--- config.mk ---
export PLATFORM = sky130hd
export DESIGN_NAME = sdl_top
export DESIGN_NICKNAME = d
export VERILOG_FILES = /design/src/hdl/sdl_pkg.sv /design/src/hdl/sdl_pins_if.sv /design/src/hdl/sdl_sync.sv /design/src/hdl/sdl_top.sv
export SDC_FILE = /design/constraint.sdc
export NUM_CORES = 1
export LEC_CHECK = 0
export ABC_AREA = 1
export BUFFER_PORTS_ARGS = -buffer_cell sky130_fd_sc_hd__buf_4
export CORE_MARGIN = 5
export CORE_UTILIZATION = 57
export DETAILED_ROUTE_END_ITERATION = 10
export PLACE_DENSITY = 0.82
export RECOVER_POWER = 25
export SETUP_SLACK_MARGIN = 0.4
export SLEW_MARGIN = 20
export SYNTH_ARGS = -nofsm -noshare
export SYNTH_HDL_FRONTEND = slang
export SYNTH_SLANG_ARGS = --single-unit
--- constraint.sdc ---
create_clock -name clock -period 1.68 [get_ports clock]
set_input_delay 0.336 -clock clock [delete_from_list [all_inputs] [get_ports clock]]
set_output_delay 0.336 -clock clock [all_outputs]
set_load 0.02 [all_outputs]
--- src/hdl/sdl_pkg.sv ---
// constants shared by the serial dac input latch and its pin synchroniser
// assumes a single 125 mhz system clock with a synchronous active-high reset
package sdl_pkg;
  localparam int SDL_WORD_W = 12;           // serial word and dac code width
  localparam int SDL_PIN_W = 3;             // synchronised pins in one bundle
  localparam int SDL_PIN_SCLK = 0;          // bundle position of serial clock
  localparam int SDL_PIN_DATA = 1;          // bundle position of serial data
  localparam int SDL_PIN_LOAD = 2;          // bundle position of load strobe
  // idle pin levels: clock low, data low, load strobe inactive (high)
  localparam logic [SDL_PIN_W-1:0] SDL_PIN_IDLE = 3'h4;
  localparam logic [SDL_WORD_W-1:0] SDL_CODE_RST = 12'h000;
  localparam logic SDL_SCLK_RST = 1'b0;
  localparam logic SDL_VALID_RST = 1'b0;
endpackage : sdl_pkg

--- src/hdl/sdl_pins_if.sv ---
// synchronised pin levels passed from the synchroniser to the latch core
// assumes both ends run on the same system clock
interface sdl_pins_if;
  logic serial_clk_s;
  logic serial_data_s;
  logic load_strobe_n_s;
  modport sync_side (
    output serial_clk_s,
    output serial_data_s,
    output load_strobe_n_s
  );
  modport core_side (
    input serial_clk_s,
    input serial_data_s,
    input load_strobe_n_s
  );
endinterface : sdl_pins_if

--- src/hdl/sdl_sync.sv ---
// two-flop synchroniser for the three host pins
// assumes the pins are asynchronous to clock; only stage two is exported
module sdl_sync (
  input wire logic clock,
  input wire logic rst,
  input wire logic serial_clk,
  input wire logic serial_data_in,
  input wire logic load_strobe_n,
  sdl_pins_if.sync_side pins
);
  import sdl_pkg::*;

  logic [SDL_PIN_W-1:0] meta_ff;
  logic [SDL_PIN_W-1:0] sync_ff;
  logic [SDL_PIN_W-1:0] raw_pins;

  // all three pins sampled together so clock and data keep their alignment
  assign raw_pins = {load_strobe_n, serial_data_in, serial_clk};

  // first stage feeds only the second stage
  always_ff @(posedge clock) begin
    if (rst) begin
      meta_ff <= SDL_PIN_IDLE;
      sync_ff <= SDL_PIN_IDLE;
    end else begin
      meta_ff <= raw_pins;
      sync_ff <= meta_ff;
    end
  end

  assign pins.serial_clk_s = sync_ff[SDL_PIN_SCLK];
  assign pins.serial_data_s = sync_ff[SDL_PIN_DATA];
  assign pins.load_strobe_n_s = sync_ff[SDL_PIN_LOAD];
endmodule // sdl_sync

--- src/hdl/sdl_top.sv ---
// serial dac input latch: 12-bit shift register plus level-loaded dac register
// assumes the host drives serial clock, data and load strobe asynchronously;
// the serial clock is oversampled, so it must stay well below clock / 4
// every pin passes the two-flop synchroniser, so a pin change takes effect
// about three clocks later; the host must hold each level longer than that
// rst stands in for power-up: the contents it leaves are zero, not a code
//
// Summary of operation
// - a serial clock rise with strobe high shifts one bit; the dac holds.
// - with strobe low the dac follows the shift word, which stays still.
// - the strobe acts on level; its rise with clock low holds all 12 bits.
// - the 12-bit word comes msb first and each bit enters at the bottom.
// - surplus bits fall off the top so only the last twelve are loaded.
module sdl_top (
  input wire logic clock,
  input wire logic rst,
  input wire logic serial_clk,
  input wire logic serial_data_in,
  input wire logic load_strobe_n,
  output logic [sdl_pkg::SDL_WORD_W-1:0] dac_code,
  output logic code_valid
);
  import sdl_pkg::*;

  // run-length helper widths: counts 0 to the word width inclusive
  localparam int SDL_RUN_W = $clog2(SDL_WORD_W + 1);
  localparam logic [SDL_RUN_W-1:0] SDL_RUN_ZERO = SDL_RUN_W'(0);
  localparam logic [SDL_RUN_W-1:0] SDL_RUN_ONE = SDL_RUN_W'(1);
  localparam logic [SDL_RUN_W-1:0] SDL_RUN_LAST = SDL_RUN_W'(SDL_WORD_W - 1);
  localparam logic [SDL_RUN_W-1:0] SDL_RUN_FULL = SDL_RUN_W'(SDL_WORD_W);

  // synchronised pin levels travel from the synchroniser in one bundle
  sdl_pins_if pins ();

  // edge finder, shift word, dac word, valid flag and check helpers
  logic sclk_d_ff;
  logic sclk_rise;
  logic load_active;
  logic [SDL_WORD_W-1:0] shift_ff;
  logic [SDL_WORD_W-1:0] nxt_shift;
  logic [SDL_WORD_W-1:0] dac_ff;
  logic valid_ff;
  logic [SDL_RUN_W-1:0] run_len_ff;
  logic first_bit_ff;

  // no logic here reads a raw pin; metastability stays in the synchroniser
  sdl_sync u_sync (
    .clock(clock),
    .rst(rst),
    .serial_clk(serial_clk),
    .serial_data_in(serial_data_in),
    .load_strobe_n(load_strobe_n),
    .pins(pins)
  );

  // edge finder looks at synchronised clock only, never the first stage
  // its reset level matches the idle clock, so reset never fakes a rise
  always_ff @(posedge clock) begin
    if (rst) begin
      sclk_d_ff <= SDL_SCLK_RST;
    end else begin
      sclk_d_ff <= pins.serial_clk_s;
    end
  end

  // one-cycle pulse per host clock rise; the strobe is a plain level
  assign sclk_rise = pins.serial_clk_s & ~sclk_d_ff;
  assign load_active = ~pins.load_strobe_n_s;

  // new bit at the bottom; the oldest bit drops off the top
  assign nxt_shift = {shift_ff[SDL_WORD_W-2:0], pins.serial_data_s};

  // shift register: advances only on a clock edge while not loading
  // a rise that meets a low strobe is dropped, not held for later
  always_ff @(posedge clock) begin
    if (rst) begin
      shift_ff <= SDL_CODE_RST;
    end else if (sclk_rise && !load_active) begin
      shift_ff <= nxt_shift;
    end
  end

  // dac register: transparent while the strobe is low, latched otherwise;
  // a rising strobe simply stops the copy, so the last word stays held
  always_ff @(posedge clock) begin
    if (rst) begin
      dac_ff <= SDL_CODE_RST;
    end else if (load_active) begin
      dac_ff <= shift_ff;
    end
  end

  // contents are zero-filled by reset but only meaningful after a load
  // a user may ignore dac_code until the flag is up
  always_ff @(posedge clock) begin
    if (rst) begin
      valid_ff <= SDL_VALID_RST;
    end else if (load_active) begin
      valid_ff <= 1'b1;
    end
  end

  // helper for the msb-first check: host clock rises shifted since the
  // last load, saturating at the word width so a long run cannot wrap
  always_ff @(posedge clock) begin
    if (rst || load_active) begin
      run_len_ff <= SDL_RUN_ZERO;
    end else if (sclk_rise && run_len_ff != SDL_RUN_FULL) begin
      run_len_ff <= run_len_ff + SDL_RUN_ONE;
    end
  end

  // helper: the first bit of the current run, the one that must end on top
  always_ff @(posedge clock) begin
    if (rst) begin
      first_bit_ff <= SDL_PIN_IDLE[SDL_PIN_DATA];
    end else if (sclk_rise && !load_active && run_len_ff == SDL_RUN_ZERO) begin
      first_bit_ff <= pins.serial_data_s;
    end
  end

  // outputs come straight from their registers
  assign dac_code = dac_ff;
  assign code_valid = valid_ff;

  // the checks run on synchronised levels, two cycles after the pins move;
  // all but reset_quiet_a are off during reset, when every register is forced

  // a shifting edge leaves the dac word untouched
  shift_hold_a: assert property (
    @(posedge clock) disable iff (rst)
    sclk_rise && !load_active |=> $stable(dac_ff))
    else $error("dac word changed during a shift");

  // while loading the dac follows the shift word and shifting stops
  load_follow_a: assert property (
    @(posedge clock) disable iff (rst)
    load_active |=> dac_ff == $past(shift_ff) && $stable(shift_ff))
    else $error("dac word did not follow shift word while loading");

  // when the strobe rises with the clock low, all bits are already held
  strobe_rise_a: assert property (
    @(posedge clock) disable iff (rst)
    $fell(load_active) && !pins.serial_clk_s |->
      dac_ff == shift_ff ##1 $stable(dac_ff))
    else $error("dac word not latched at strobe release");

  // the sampled bit enters at the bottom of the word
  bit_entry_a: assert property (
    @(posedge clock) disable iff (rst)
    sclk_rise && !load_active |=> shift_ff[0] == $past(pins.serial_data_s))
    else $error("serial bit did not enter at the bottom");

  // the bit below the top moves up into it, the old top one is lost
  bit_move_a: assert property (
    @(posedge clock) disable iff (rst)
    sclk_rise && !load_active |=>
      shift_ff[SDL_WORD_W-1] == $past(shift_ff[SDL_WORD_W-2]))
    else $error("shift word did not move up by one");

  // no shift without a clock edge
  idle_still_a: assert property (
    @(posedge clock) disable iff (rst)
    !sclk_rise |=> $stable(shift_ff))
    else $error("shift word moved without a clock edge");

  // the valid flag rises exactly one cycle after the first load
  first_load_a: assert property (
    @(posedge clock) disable iff (rst)
    !valid_ff |=> valid_ff == $past(load_active))
    else $error("code valid flag wrong after first load");

  // the dac word stays latched whenever the strobe is seen high
  dac_latch_a: assert property (
    @(posedge clock) disable iff (rst)
    !load_active |=> $stable(dac_ff))
    else $error("dac word moved with the strobe high");

  // one cycle into a load the dac word already equals the shift word
  load_transp_a: assert property (
    @(posedge clock) disable iff (rst)
    $past(load_active) |-> dac_ff == shift_ff)
    else $error("dac word not transparent during a load");

  // the dac word never changes unless a load was seen
  dac_cause_a: assert property (
    @(posedge clock) disable iff (rst)
    $changed(dac_ff) |-> $past(load_active))
    else $error("dac word changed without a load");

  // the shift word never changes without a rise outside a load
  shift_cause_a: assert property (
    @(posedge clock) disable iff (rst)
    $changed(shift_ff) |-> $past(sclk_rise) && !$past(load_active))
    else $error("shift word changed without a clock rise");

  // one pin edge is one pulse, so one host clock is one bit
  rise_single_a: assert property (
    @(posedge clock) disable iff (rst)
    sclk_rise |=> !sclk_rise)
    else $error("serial clock rise reported twice in a row");

  // once the strobe is released the copy stops at once
  strobe_stop_a: assert property (
    @(posedge clock) disable iff (rst)
    $fell(load_active) |=> $stable(dac_ff))
    else $error("dac word moved after strobe release");

  // the valid flag only leaves by reset
  valid_sticky_a: assert property (
    @(posedge clock) disable iff (rst)
    valid_ff |=> valid_ff)
    else $error("code valid flag dropped without reset");

  // any load raises the valid flag
  valid_set_a: assert property (
    @(posedge clock) disable iff (rst)
    load_active |=> valid_ff)
    else $error("code valid flag not set by a load");

  // synchroniser and edge finder leave reset idle: no false bit or load
  reset_quiet_a: assert property (
    @(posedge clock)
    $fell(rst) |-> !sclk_rise && !load_active)
    else $error("false clock rise or load right after reset");

  // each older bit climbs one place per shift; the top one is lost
  for (genvar b = 1; b < SDL_WORD_W; b++) begin : g_bit_climb
    bit_climb_a: assert property (
      @(posedge clock) disable iff (rst)
      sclk_rise && !load_active |=> shift_ff[b] == $past(shift_ff[b-1]))
      else $error("shift word bit did not climb one place");
  end

  // the twelfth shift of a run puts its first bit on top: msb first
  msb_first_a: assert property (
    @(posedge clock) disable iff (rst)
    sclk_rise && !load_active && run_len_ff == SDL_RUN_LAST |=>
      shift_ff[SDL_WORD_W-1] == first_bit_ff)
    else $error("first bit of a word did not reach the top");
endmodule // sdl_top

# After elaboration in Yosys (flattened, before gate mapping)
# Cells that the tools add are included.
[totals]
register_bits = 32
word_cells = 9
out_inout_bits = 13
[classes]
n_reduce_logical = 1
bitwise_logic = 2
[op_table]
columns = ["cell", "count"]
rows = [
  ["$and A1 B1 Y1", 1],
  ["$logic_and A1 B1 Y1", 1],
  ["$not A1 Y1", 1],
]

# Longest topological paths before layout
# Gate-level depths: netlist of the first run.
[depth]
word_depth = 3
mapped_depth = 6
ltp_nobuf = 5

# By module
# Synthesis of the first run repeated with hierarchy kept, for this count alone.
[unflattened]
cells_unflattened = 143
area_unflattened_um2 = 1112.3
[by_module_without_submodules]
columns = ["mod", "cells_each", "instances", "area_each_um2", "seq_area_each_um2"]
rows = [
  ["sdl_top", 124, 1, 943.4, 520.5],
  ["sdl_sync", 19, 1, 168.9, 120.1],
]

# Least setup slack after synthesis of the first run
# No wires, ideal clock.
[synth_timing]
path_kind = "input to register"
from = "input rst"
to = "register u_sync.meta_ff[2]"
path_stages = 2
t_required_ps = 1557
arrival_time_ps = 757
n_path_buf = 1
path_slack_ps = 800
path_cell_list = "buf_4 or2_2"
[synth_lines]
columns = ["element", "line_no", "text"]
rows = [
  ["start: declaration", "sdl_top.sv:16", "input wire logic rst,"],
  ["end signal: assignment", "sdl_sync.sv:26", "meta_ff <= raw_pins;"],
  ["end: declaration", "sdl_sync.sv:13", "logic [SDL_PIN_W-1:0] meta_ff;"],
]
# No word-level cell between the ends.

# Final worst setup path of the first run
[layout_timing]
from = "register dac_ff[8], in the netlist dac_code[8]"
to = "output dac_code[8] (netlist name)"
[layout_lines]
columns = ["element", "line_no", "text"]
rows = [
  ["start: declaration", "sdl_top.sv:41", "logic [SDL_WORD_W-1:0] dac_ff;"],
  ["start signal: assignment", "sdl_top.sv:89", "dac_ff <= shift_ff;"],
  ["end: declaration", "sdl_top.sv:20", "output logic [sdl_pkg::SDL_WORD_W-1:0] dac_code,"],
]
# No word-level cell between the ends.

==> parameters.txt, run 1 <==
Parameter                              Value

Hold path
  Hold depth ... 2
  Hold path startpoint ... load_strobe_n
  Worst hold path endpoint ... u_sync.meta_ff[2]$_SDFF_PP1_
  Type of the worst min-delay path ... primary input to flip-flop

Critical path
  Critical path's largest stage delay ... 340 ps
  R2r setup slk ... 470 ps
  Sort of element at the end of the critical path ... primary output
  Class of the most critical setup path ... flip-flop to primary output
  FF-to-FF path depth ... 3
  Buffers plus inverters on the worst setup path ... 1
  Capture point of the worst reg-to-reg path ... dac_code[1]$_SDFFE_PP0N_
  Worst setup SP type ... flip-flop
  Largest driver fanout on the critical path ... 2
  CP max stage cell ... sky130_fd_sc_hd__dfxtp_1
  Setup crit start ... dac_code[8]$_SDFFE_PP0N_
  Dominant delay contributor by cell family on the critical path ... flip-flops
  Ordered cell list for the critical path ... clkbuf_1
  Worst reg2reg path startpoint ... u_sync.sync_ff[2]$_SDFF_PP1_
  Arrival time at the worst endpoint ... 890 ps
  Critical Path RT ... about 1300 ps

Clocking
  Post-CTS Resized ... 0
  Largest buffer count on any clock path ... 2
  Master cell of the clock root buffer ... sky130_fd_sc_hd__clkbuf_4
  TritonCTS buffer count ... 5
  Number of clock sinks ... 32
  Latest clock arrival within the worst-skew pair ... 320 ps
  Clock tree from TritonCTS ... yes
  Total of hold buffers inserted after clock tree synthesis ... 0
  Level count of the clock H-tree ... 2
  Buffers inserted by post-CTS timing repair ... 0
  CTS clk-pin slew, worst paths ... 90 ps

Global routing
  Via count of the first global-routing pass ... ~770
  Number of antenna violations at the first check in global routing ... 0
  Pin count of the biggest net entering global routing ... 26
  GRT Resource Usage Total ... between 10% and 20%
  Sum of overflow across all layers after global routing ... 0
  Wire length of the first global-routing pass ... about 3100 µm

Status
  Result of the run ... completed

STA
  Part of the cycle the worst path needs ... 72.9%
  Final worst-path setup slack ... 455 ps
  Setup repair after global routing missed its margin ... true
  Worst slew pin tran ... roughly 430 ps
  Fin crit period ... 1230 ps
  Final sum of negative setup slack ... 0 ps
  Final clock skew ... 8.23 ps
  Final Slew Violations ... 0
  Number of hold violations in the final report ... 0
  Max transition margin ... 71.3%
  Setup violators final ... 0
  Highest clock frequency the design can meet ... about 800 MHz

Logic synthesis
  Cell count after synthesis ... 141
  Post-synthesis sequential area ratio ... 57.1%
  Synth Cell Area ... 1120 µm²
  Nets in the synthesized netlist ... between 100 and 150
  Count of cell types in the netlist ... 12
  Count of synthesis-stage warnings from yosys ... 0
  Synthesis-stage register bit count ... 32
  Average footprint of a synthesized cell ... 7.96 µm²

Pwr
  Switching power share of the total ... around a quarter
  Clock Power Share ... 29.1%
  Net Switching ... 0.000325 W
  Leakage ... roughly 0.62 nW
  Power share of the sequential group ... 61.6%
  Worst IR Drop VDD ... around 0.65 mV
  Logic gate share of total power ... a little under a tenth
  Power Dens Cells ... 1050 nW/µm²
  Cell Int Power ... a little under 0.001 W

Detailed routing
  Number of design rule violations left after detail routing ... 0
  Remaining antenna violation count ... 0
  Total wirelength of the detailed-routed design ... roughly 1900 µm
  Detail-routed via count per cell ... 4.64
  Via count ... 859
  Initial detailed-routing violation count ... 12
  Router iterations before antenna repair ... 4
  DR WL/cell ... 10.3 µm

Placed design
  HPWL after detailed placement ... 1290 µm
  Placed instance area ... 1230 µm²
  Input/output buffers ... 17
  GP Congestion ... about 0.77
  Worst-case setup slack after placement ... approximately 540 ps

Job
  Max-cap viol count ... 0

Layout
  Ratio of cells with drive above 1 in the final layout ... approximately 15%
  Fin nets ... 163
  Non-Filler Cell Area, Final ... 1260 µm²
  Inserted Diodes ... 0
  Area Growth Syn to Fin ... 12.3%
  Number of filler instances in the final layout ... 197

Floorplanning
  Die outline width ... 54.4 µm
  DIE HEIGHT ... ~54 µm
  Std-Cell Rows ... 16
  Area of the placeable core ... roughly 1900 µm²
  Overall die area ... 2960 µm²
  Starting Density ... 58.4%
  I/O Pins ... 18
power groups by stage:
stage | clock [W] | combinational [W] | sequential, W
6_report | 0.000384 | 0.000122 | 0.000812
5_1_grt | 0.000432 | 0.000140 | 0.000816
4_1_cts | 0.000398 | 0.000129 | 0.000812
3_5_place_dp | 0 | 0.000128 | 0.000829
3_3_place_gp | 0 | 0.000124 | 0.000828
2_1_floorplan | 0 | 0.0000745 | 0.000845
synthesized netlist by cell type:
cell type	instances	share of area, %
sky130_fd_sc_hd__dfxtp_1	32	57
sky130_fd_sc_hd__nor2_1	31	10
sky130_fd_sc_hd__nand2_1	24	8.0
sky130_fd_sc_hd__inv_1	19	6.4
sky130_fd_sc_hd__a21oi_1	12	5.4
sky130_fd_sc_hd__o21ai_0	12	5.4
sky130_fd_sc_hd__buf_4	3	2.0
sky130_fd_sc_hd__buf_2	2	0.89
sky130_fd_sc_hd__buf_6	2	2.0
sky130_fd_sc_hd__or2_2	2	1.1
sky130_fd_sc_hd__inv_4	1	0.56
sky130_fd_sc_hd__nand3_2	1	0.89
worst max-delay path by stage:
stage                              endpoint  slack, ps  cells after the start
2_1_floorplan  u_sync.meta_ff[2]$_SDFF_PP1_        800                      2
3_3_place_gp       dac_code[4]$_SDFFE_PP0N_        590                      3
3_5_place_dp       dac_code[1]$_SDFFE_PP0N_        540                      3
4_1_cts            dac_code[1]$_SDFFE_PP0N_        500                      3
5_1_grt            dac_code[9]$_SDFFE_PP0N_        310                      3
6_report                        dac_code[8]        450                      1
flip-flops by register name, summed over array words and instances, names as in the netlist:
register,flops
shift_ff,12
dac_code,12
sclk_d_ff,1
u_sync.sync_ff,3
code_valid,1
u_sync.meta_ff,3
per-stage QoR:
| stage | utilization (%) | total power (W) | hold slack (ps) | std cells |
|---|---|---|---|---|
| 2_1_floorplan | - | 0.000919 | 388 | 141 |
| 3_3_place_gp | 63.9 | 0.000951 | 392 | 178 |
| 3_5_place_dp | 63.9 | 0.000957 | 397 | 178 |
| 4_1_cts | 66.3 | 0.00134 | 184 | 185 |
| 5_1_grt | 65.6 | 0.00139 | 180 | 185 |
| 6_report | 65.6 | 0.00132 | 198 | 185 |
cells by family after synthesis:
group	Yosys count	share of synthesized area, %
and+or+nand+nor	58	20.4
AOI/OAI and AO/OA	24	10.7
buffers and inverters	27	11.8
DFF	32	57.1
final cells by class:
cell class	count	area [µm²]	share of cell area (%)
clock inverter	1	5.00	0.397
sequential	32	641	50.8
multi-input combinational	82	349	27.7
tap	27	33.8	2.68
inverter	20	81.3	6.45
timing repair buffer	17	109	8.64
clock buffer	6	41.3	3.28
per-layer routing:
| layer | wire, µm | GRT usage, % |
|---|---|---|
| met5 | 0 | 0 |
| met2 | 981 | 26.7 |
| met4 | 40 | 9.96 |
| met1 | 786 | 15.2 |
| met3 | 88 | 5.72 |
cells in the final DEF, fill, tap and decap left out:
master                        n
sky130_fd_sc_hd__a21oi_1     12
sky130_fd_sc_hd__buf_4       12
sky130_fd_sc_hd__clkbuf_1     6
sky130_fd_sc_hd__clkbuf_4     5
sky130_fd_sc_hd__clkinv_2     1
sky130_fd_sc_hd__clkinvlp_4   1
sky130_fd_sc_hd__dfxtp_1     32
sky130_fd_sc_hd__inv_1       18
sky130_fd_sc_hd__inv_4        1
sky130_fd_sc_hd__nand2_1     24
sky130_fd_sc_hd__nand3_2      1
sky130_fd_sc_hd__nor2_1      31
sky130_fd_sc_hd__o21ai_0     12
sky130_fd_sc_hd__or2_2        2
(Power assumes the default switching activity.)
==> inputs of run 2 (changes only) <==
ABC_AREA = 0   (was 1)
CORE_UTILIZATION = 48   (was 57)
PLACE_DENSITY = 0.74   (was 0.82)
clock period = 1.1 ns   (was 1.68 ns; I/O delays follow)
==> run 2 against run 1 <==
Compared with the run above: synthesized area stayed put; critical endpoint is now dac_code[5]; clock power is 83% higher; synthesized cell count is 30% lower; routed wire length is 1.4% higher; via count is 14% lower; sequential power is 45% higher.
==> parameters.txt, run 2 <==
Parameter                              Value

Status
  Result of the run ... completed

Logic synthesis
  Average footprint of a synthesized cell ... 11.5 µm² (+44%)
  Post-synthesis sequential area ratio ... 57.1% (unchanged)
  Nets in the synthesized netlist ... 103 (-29%)
  Most common library cells after synthesis ... sky130_fd_sc_hd__dfxtp_1 (32), sky130_fd_sc_hd__mux2i_1 (24), sky130_fd_sc_hd__nand2b_1 (13), sky130_fd_sc_hd__nor2_1 (12), sky130_fd_sc_hd__nor2b_1 (5)
  Share of the synthesized area in the top cell type ... 57.1% (unchanged)
  Synthesis-stage register bit count ... 32 (unchanged)
  Most area-consuming cells after synthesis ... sky130_fd_sc_hd__dfxtp_1 (57%), sky130_fd_sc_hd__mux2i_1 (21%), sky130_fd_sc_hd__nand2b_1 (7.2%), sky130_fd_sc_hd__nor2_1 (4.0%), sky130_fd_sc_hd__nor2b_1 (2.8%)
  Most numerous cell in the Yosys netlist ... sky130_fd_sc_hd__dfxtp_1
  Count of cell types in the netlist ... 14 (+2)
  Synth Cell Area ... 1120 µm² (unchanged)
  Cell count after synthesis ... 98 (-30%)
  Count of synthesis-stage warnings from yosys ... 0 (unchanged)
  Fraction of synthesis flops using an asynchronous set or reset pin ... 0% (unchanged)
  Post-synth top area cell ... sky130_fd_sc_hd__dfxtp_1
  Number of enable flip-flop cells after synthesis ... 0 (unchanged)
  Main synth FF type ... sky130_fd_sc_hd__dfxtp_1

Critical path
  Arrival time at the worst endpoint ... 800 ps (-90 ps)
  Ordered cell list for the critical path ... buf_6
  Critical path's largest stage delay ... 340 ps (about the same)
  Sort of element at the end of the critical path ... primary output
  Worst setup SP type ... flip-flop
  Class of the most critical setup path ... flip-flop to primary output
  CP max stage cell ... sky130_fd_sc_hd__dfxtp_2
  Critical Path RT ... 880 ps (-460 ps)
  Buffers plus inverters on the worst setup path ... 1 (unchanged)
  Largest driver fanout on the critical path ... 2 (unchanged)
  Dominant delay contributor by cell family on the critical path ... flip-flops

Pwr
  Worst IR Drop VDD ... 0.822 mV (+27%)
  Logic gate share of total power ... 4.8% (-4.5 points)
  Net Switching ... 0.000447 W (+38%)
  Clock Power Share ... 35.5% (+6.4 points)
  Switching power share of the total ... 22.7% (-2.0 points)
  Power Dens Cells ... 1350 nW/µm² (+29%)
  Power share of the sequential group ... 59.7% (-1.9 points)
  Leakage ... 0.660 nW (+5.7%)
  Cell Int Power ... 0.00153 W (+54%)

Layout
  Commonest non-fill, non-tap cells in the layout ... sky130_fd_sc_hd__mux2i_1 (23), sky130_fd_sc_hd__dfxtp_1 (17), sky130_fd_sc_hd__buf_6 (15)
  Area Growth Syn to Fin ... 30.4%
  Inserted Diodes ... 0 (unchanged)
  Non-Filler Cell Area, Final ... 1460 µm² (+16%)
  Ratio of cells with drive above 1 in the final layout ... 42.9% (+28 points)
  Layout Cells excl Fill ... 154 (-17%)
  Fin nets ... 130 (-20%)
  Most common cell after layout, fill and taps aside ... sky130_fd_sc_hd__mux2i_1

Global routing
  Met1 Resource Use GR ... 15.1% (-0.070 points)
  Wire length of the first global-routing pass ... 3440 µm (+10%)
  Sum of overflow across all layers after global routing ... 0 (unchanged)
  Global-route track usage on met3 ... 4.82% (-0.90 points)
  GRT Resource Usage Total ... 13.7% (-1.7 points)
  Routing layer with the top usage in global route ... met2
  Pin count of the biggest net entering global routing ... 34 (+31%)
  Via count of the first global-routing pass ... 792 (+3.3%)
  Number of antenna violations at the first check in global routing ... 0 (unchanged)
  Met2 capacity usage during global routing ... 21.7% (-5.0 points)

Clocking
  CTS clk-pin slew, worst paths ... 100 ps (about the same)
  TritonCTS buffer count ... 5 (unchanged)
  Level count of the clock H-tree ... 2 (unchanged)
  Clock tree from TritonCTS ... yes
  Number of clock sinks ... 32 (unchanged)
  Latest clock arrival within the worst-skew pair ... 330 ps (about the same)
  Total of hold buffers inserted after clock tree synthesis ... 0 (unchanged)
  Master cell of the clock root buffer ... sky130_fd_sc_hd__clkbuf_4
  Largest buffer count on any clock path ... 2 (unchanged)

Floorplanning
  I/O Pins ... 18 (unchanged)
  Die outline width ... 58.4 µm (+7.3%)
  Starting Density ... 50.7% (-7.7 points)
  Area of the placeable core ... 2210 µm² (+15%)
  DIE HEIGHT ... 58.4 µm (+7.3%)
  Overall die area ... 3410 µm² (+15%)
  Std-Cell Rows ... 17 (+1)

STA
  Worst slew pin tran ... 533 ps (+103 ps)
  Number of hold violations in the final report ... 0 (unchanged)
  Final sum of negative setup slack ... 0 ps (unchanged)
  Max transition margin ... 64.5% (-6.8 points)
  Part of the cycle the worst path needs ... between 90% and 100%
  Fin crit period ... 1020 ps
  Setup violators final ... 0 (unchanged)
  Final clock skew ... 11.4 ps (+3.17 ps)
  Final Slew Violations ... 0 (unchanged)
  Highest clock frequency the design can meet ... 985 MHz
  Setup repair after global routing missed its margin ... true

Detailed routing
  Router iterations before antenna repair ... 4 (unchanged)
  Total wirelength of the detailed-routed design ... 1920 µm (+1.4%)
  Detail-routed via count per cell ... 4.81 (+3.5%)
  DR WL/cell ... 12.5 µm (+22%)
  Via count ... 740 (-14%)
  Number of design rule violations left after detail routing ... 0 (unchanged)
  Remaining antenna violation count ... 0 (unchanged)
  Initial detailed-routing violation count ... 9 (-3)

Placed design
  Input/output buffers ... 17 (unchanged)
  GP Congestion ... 0.669 (-13%)
  Placed instance area ... 1260 µm² (+2.9%)
  HPWL after detailed placement ... 1190 µm (-7.7%)
  Placed cell count ... 139 (-22%)

Hold path
  Type of the worst min-delay path ... primary input to flip-flop

Job
  Max-cap viol count ... 0 (unchanged)
-- run 2: cell count changes in the layout (fill, tap and decap cells not counted), sizes merged, moves of 4 or more --
cell	previous run	this run
a21oi	12	1
buf	12	24
clkbuf	11	7
inv	19	1
mux2i	0	24
nand2	24	0
nand2b	0	13
nor2	31	12
nor2b	0	5
o21ai	12	0
-- run 2: final cells by class --
class                   count  area (µm²)
repair buffers             25         249
flip-flops and latches     32         662
clock buffers               6        51.3
fillers                   173         748
clock inverters             2        10.0
well taps                  28        35.0
multi-input cells          60         453
inverters                   1        3.75
-- run 2: timing repair --
action | CTS | global route
setup endpoints to repair | 37 | 38
setup buffers | 5 | 1
cloned | 1 | 0
pin swaps | 2 | 3
gates resized for setup | 32 | 4
-- run 2: logic make-up (layout without fill, tap and decap cells) --
family | after synthesis | in the layout | synth area share [%]
flops | 32 | 32 | 57.1
mux | 24 | 24 | 21.4
compound gates | 1 | 1 | 0.446
simple gates | 34 | 35 | 16.9
buf+inv | 7 | 34 | 4.12
-- run 2: per-stage QoR --
stage	worst slack (ps)	hold slack, ps	utilization (%)	power [W]
2_1_floorplan	136	329	-	0.00128
3_3_place_gp	118	415	57.1	0.00129
3_5_place_dp	91.9	415	57.1	0.00129
4_1_cts	69.6	66.3	65.7	0.00200
5_1_grt	42.5	69.6	66.2	0.00207
6_report	84.5	77.8	66.2	0.00197
-- run 2: final timing paths --
path / start / slack (ps) / cells after the start / end
max reg2reg: u_sync.sync_ff[0]$_SDFF_PP0_ / 140 / 2 / shift_ff[1]$_SDFFE_PP0P_
min: load_strobe_n / 80 / 2 / u_sync.meta_ff[2]$_SDFF_PP1_
min reg2reg: u_sync.meta_ff[2]$_SDFF_PP1_ / 420 / 1 / u_sync.sync_ff[2]$_SDFF_PP1_
max: dac_code[5]$_SDFFE_PP0N_ / 80 / 1 / dac_code[5]
-- run 2: power by group through the flow --
stage	sequential [W]	clock (W)	combinational, W
final	0.00118	0.000702	0.0000947
after global routing	0.00118	0.000783	0.000103
after CTS	0.00118	0.000726	0.0000960
after detailed placement	0.00121	0	0.0000838
after global placement	0.00121	0	0.0000839
after floorplan	0.00120	0	0.0000772
-- run 2: metal layers --
layer  up-vias  share of wire [%]
li1        375                  -
met1       343                 42
met2        15                 50
met3         7                5.1
met4         0                3.0
met5         -                  0
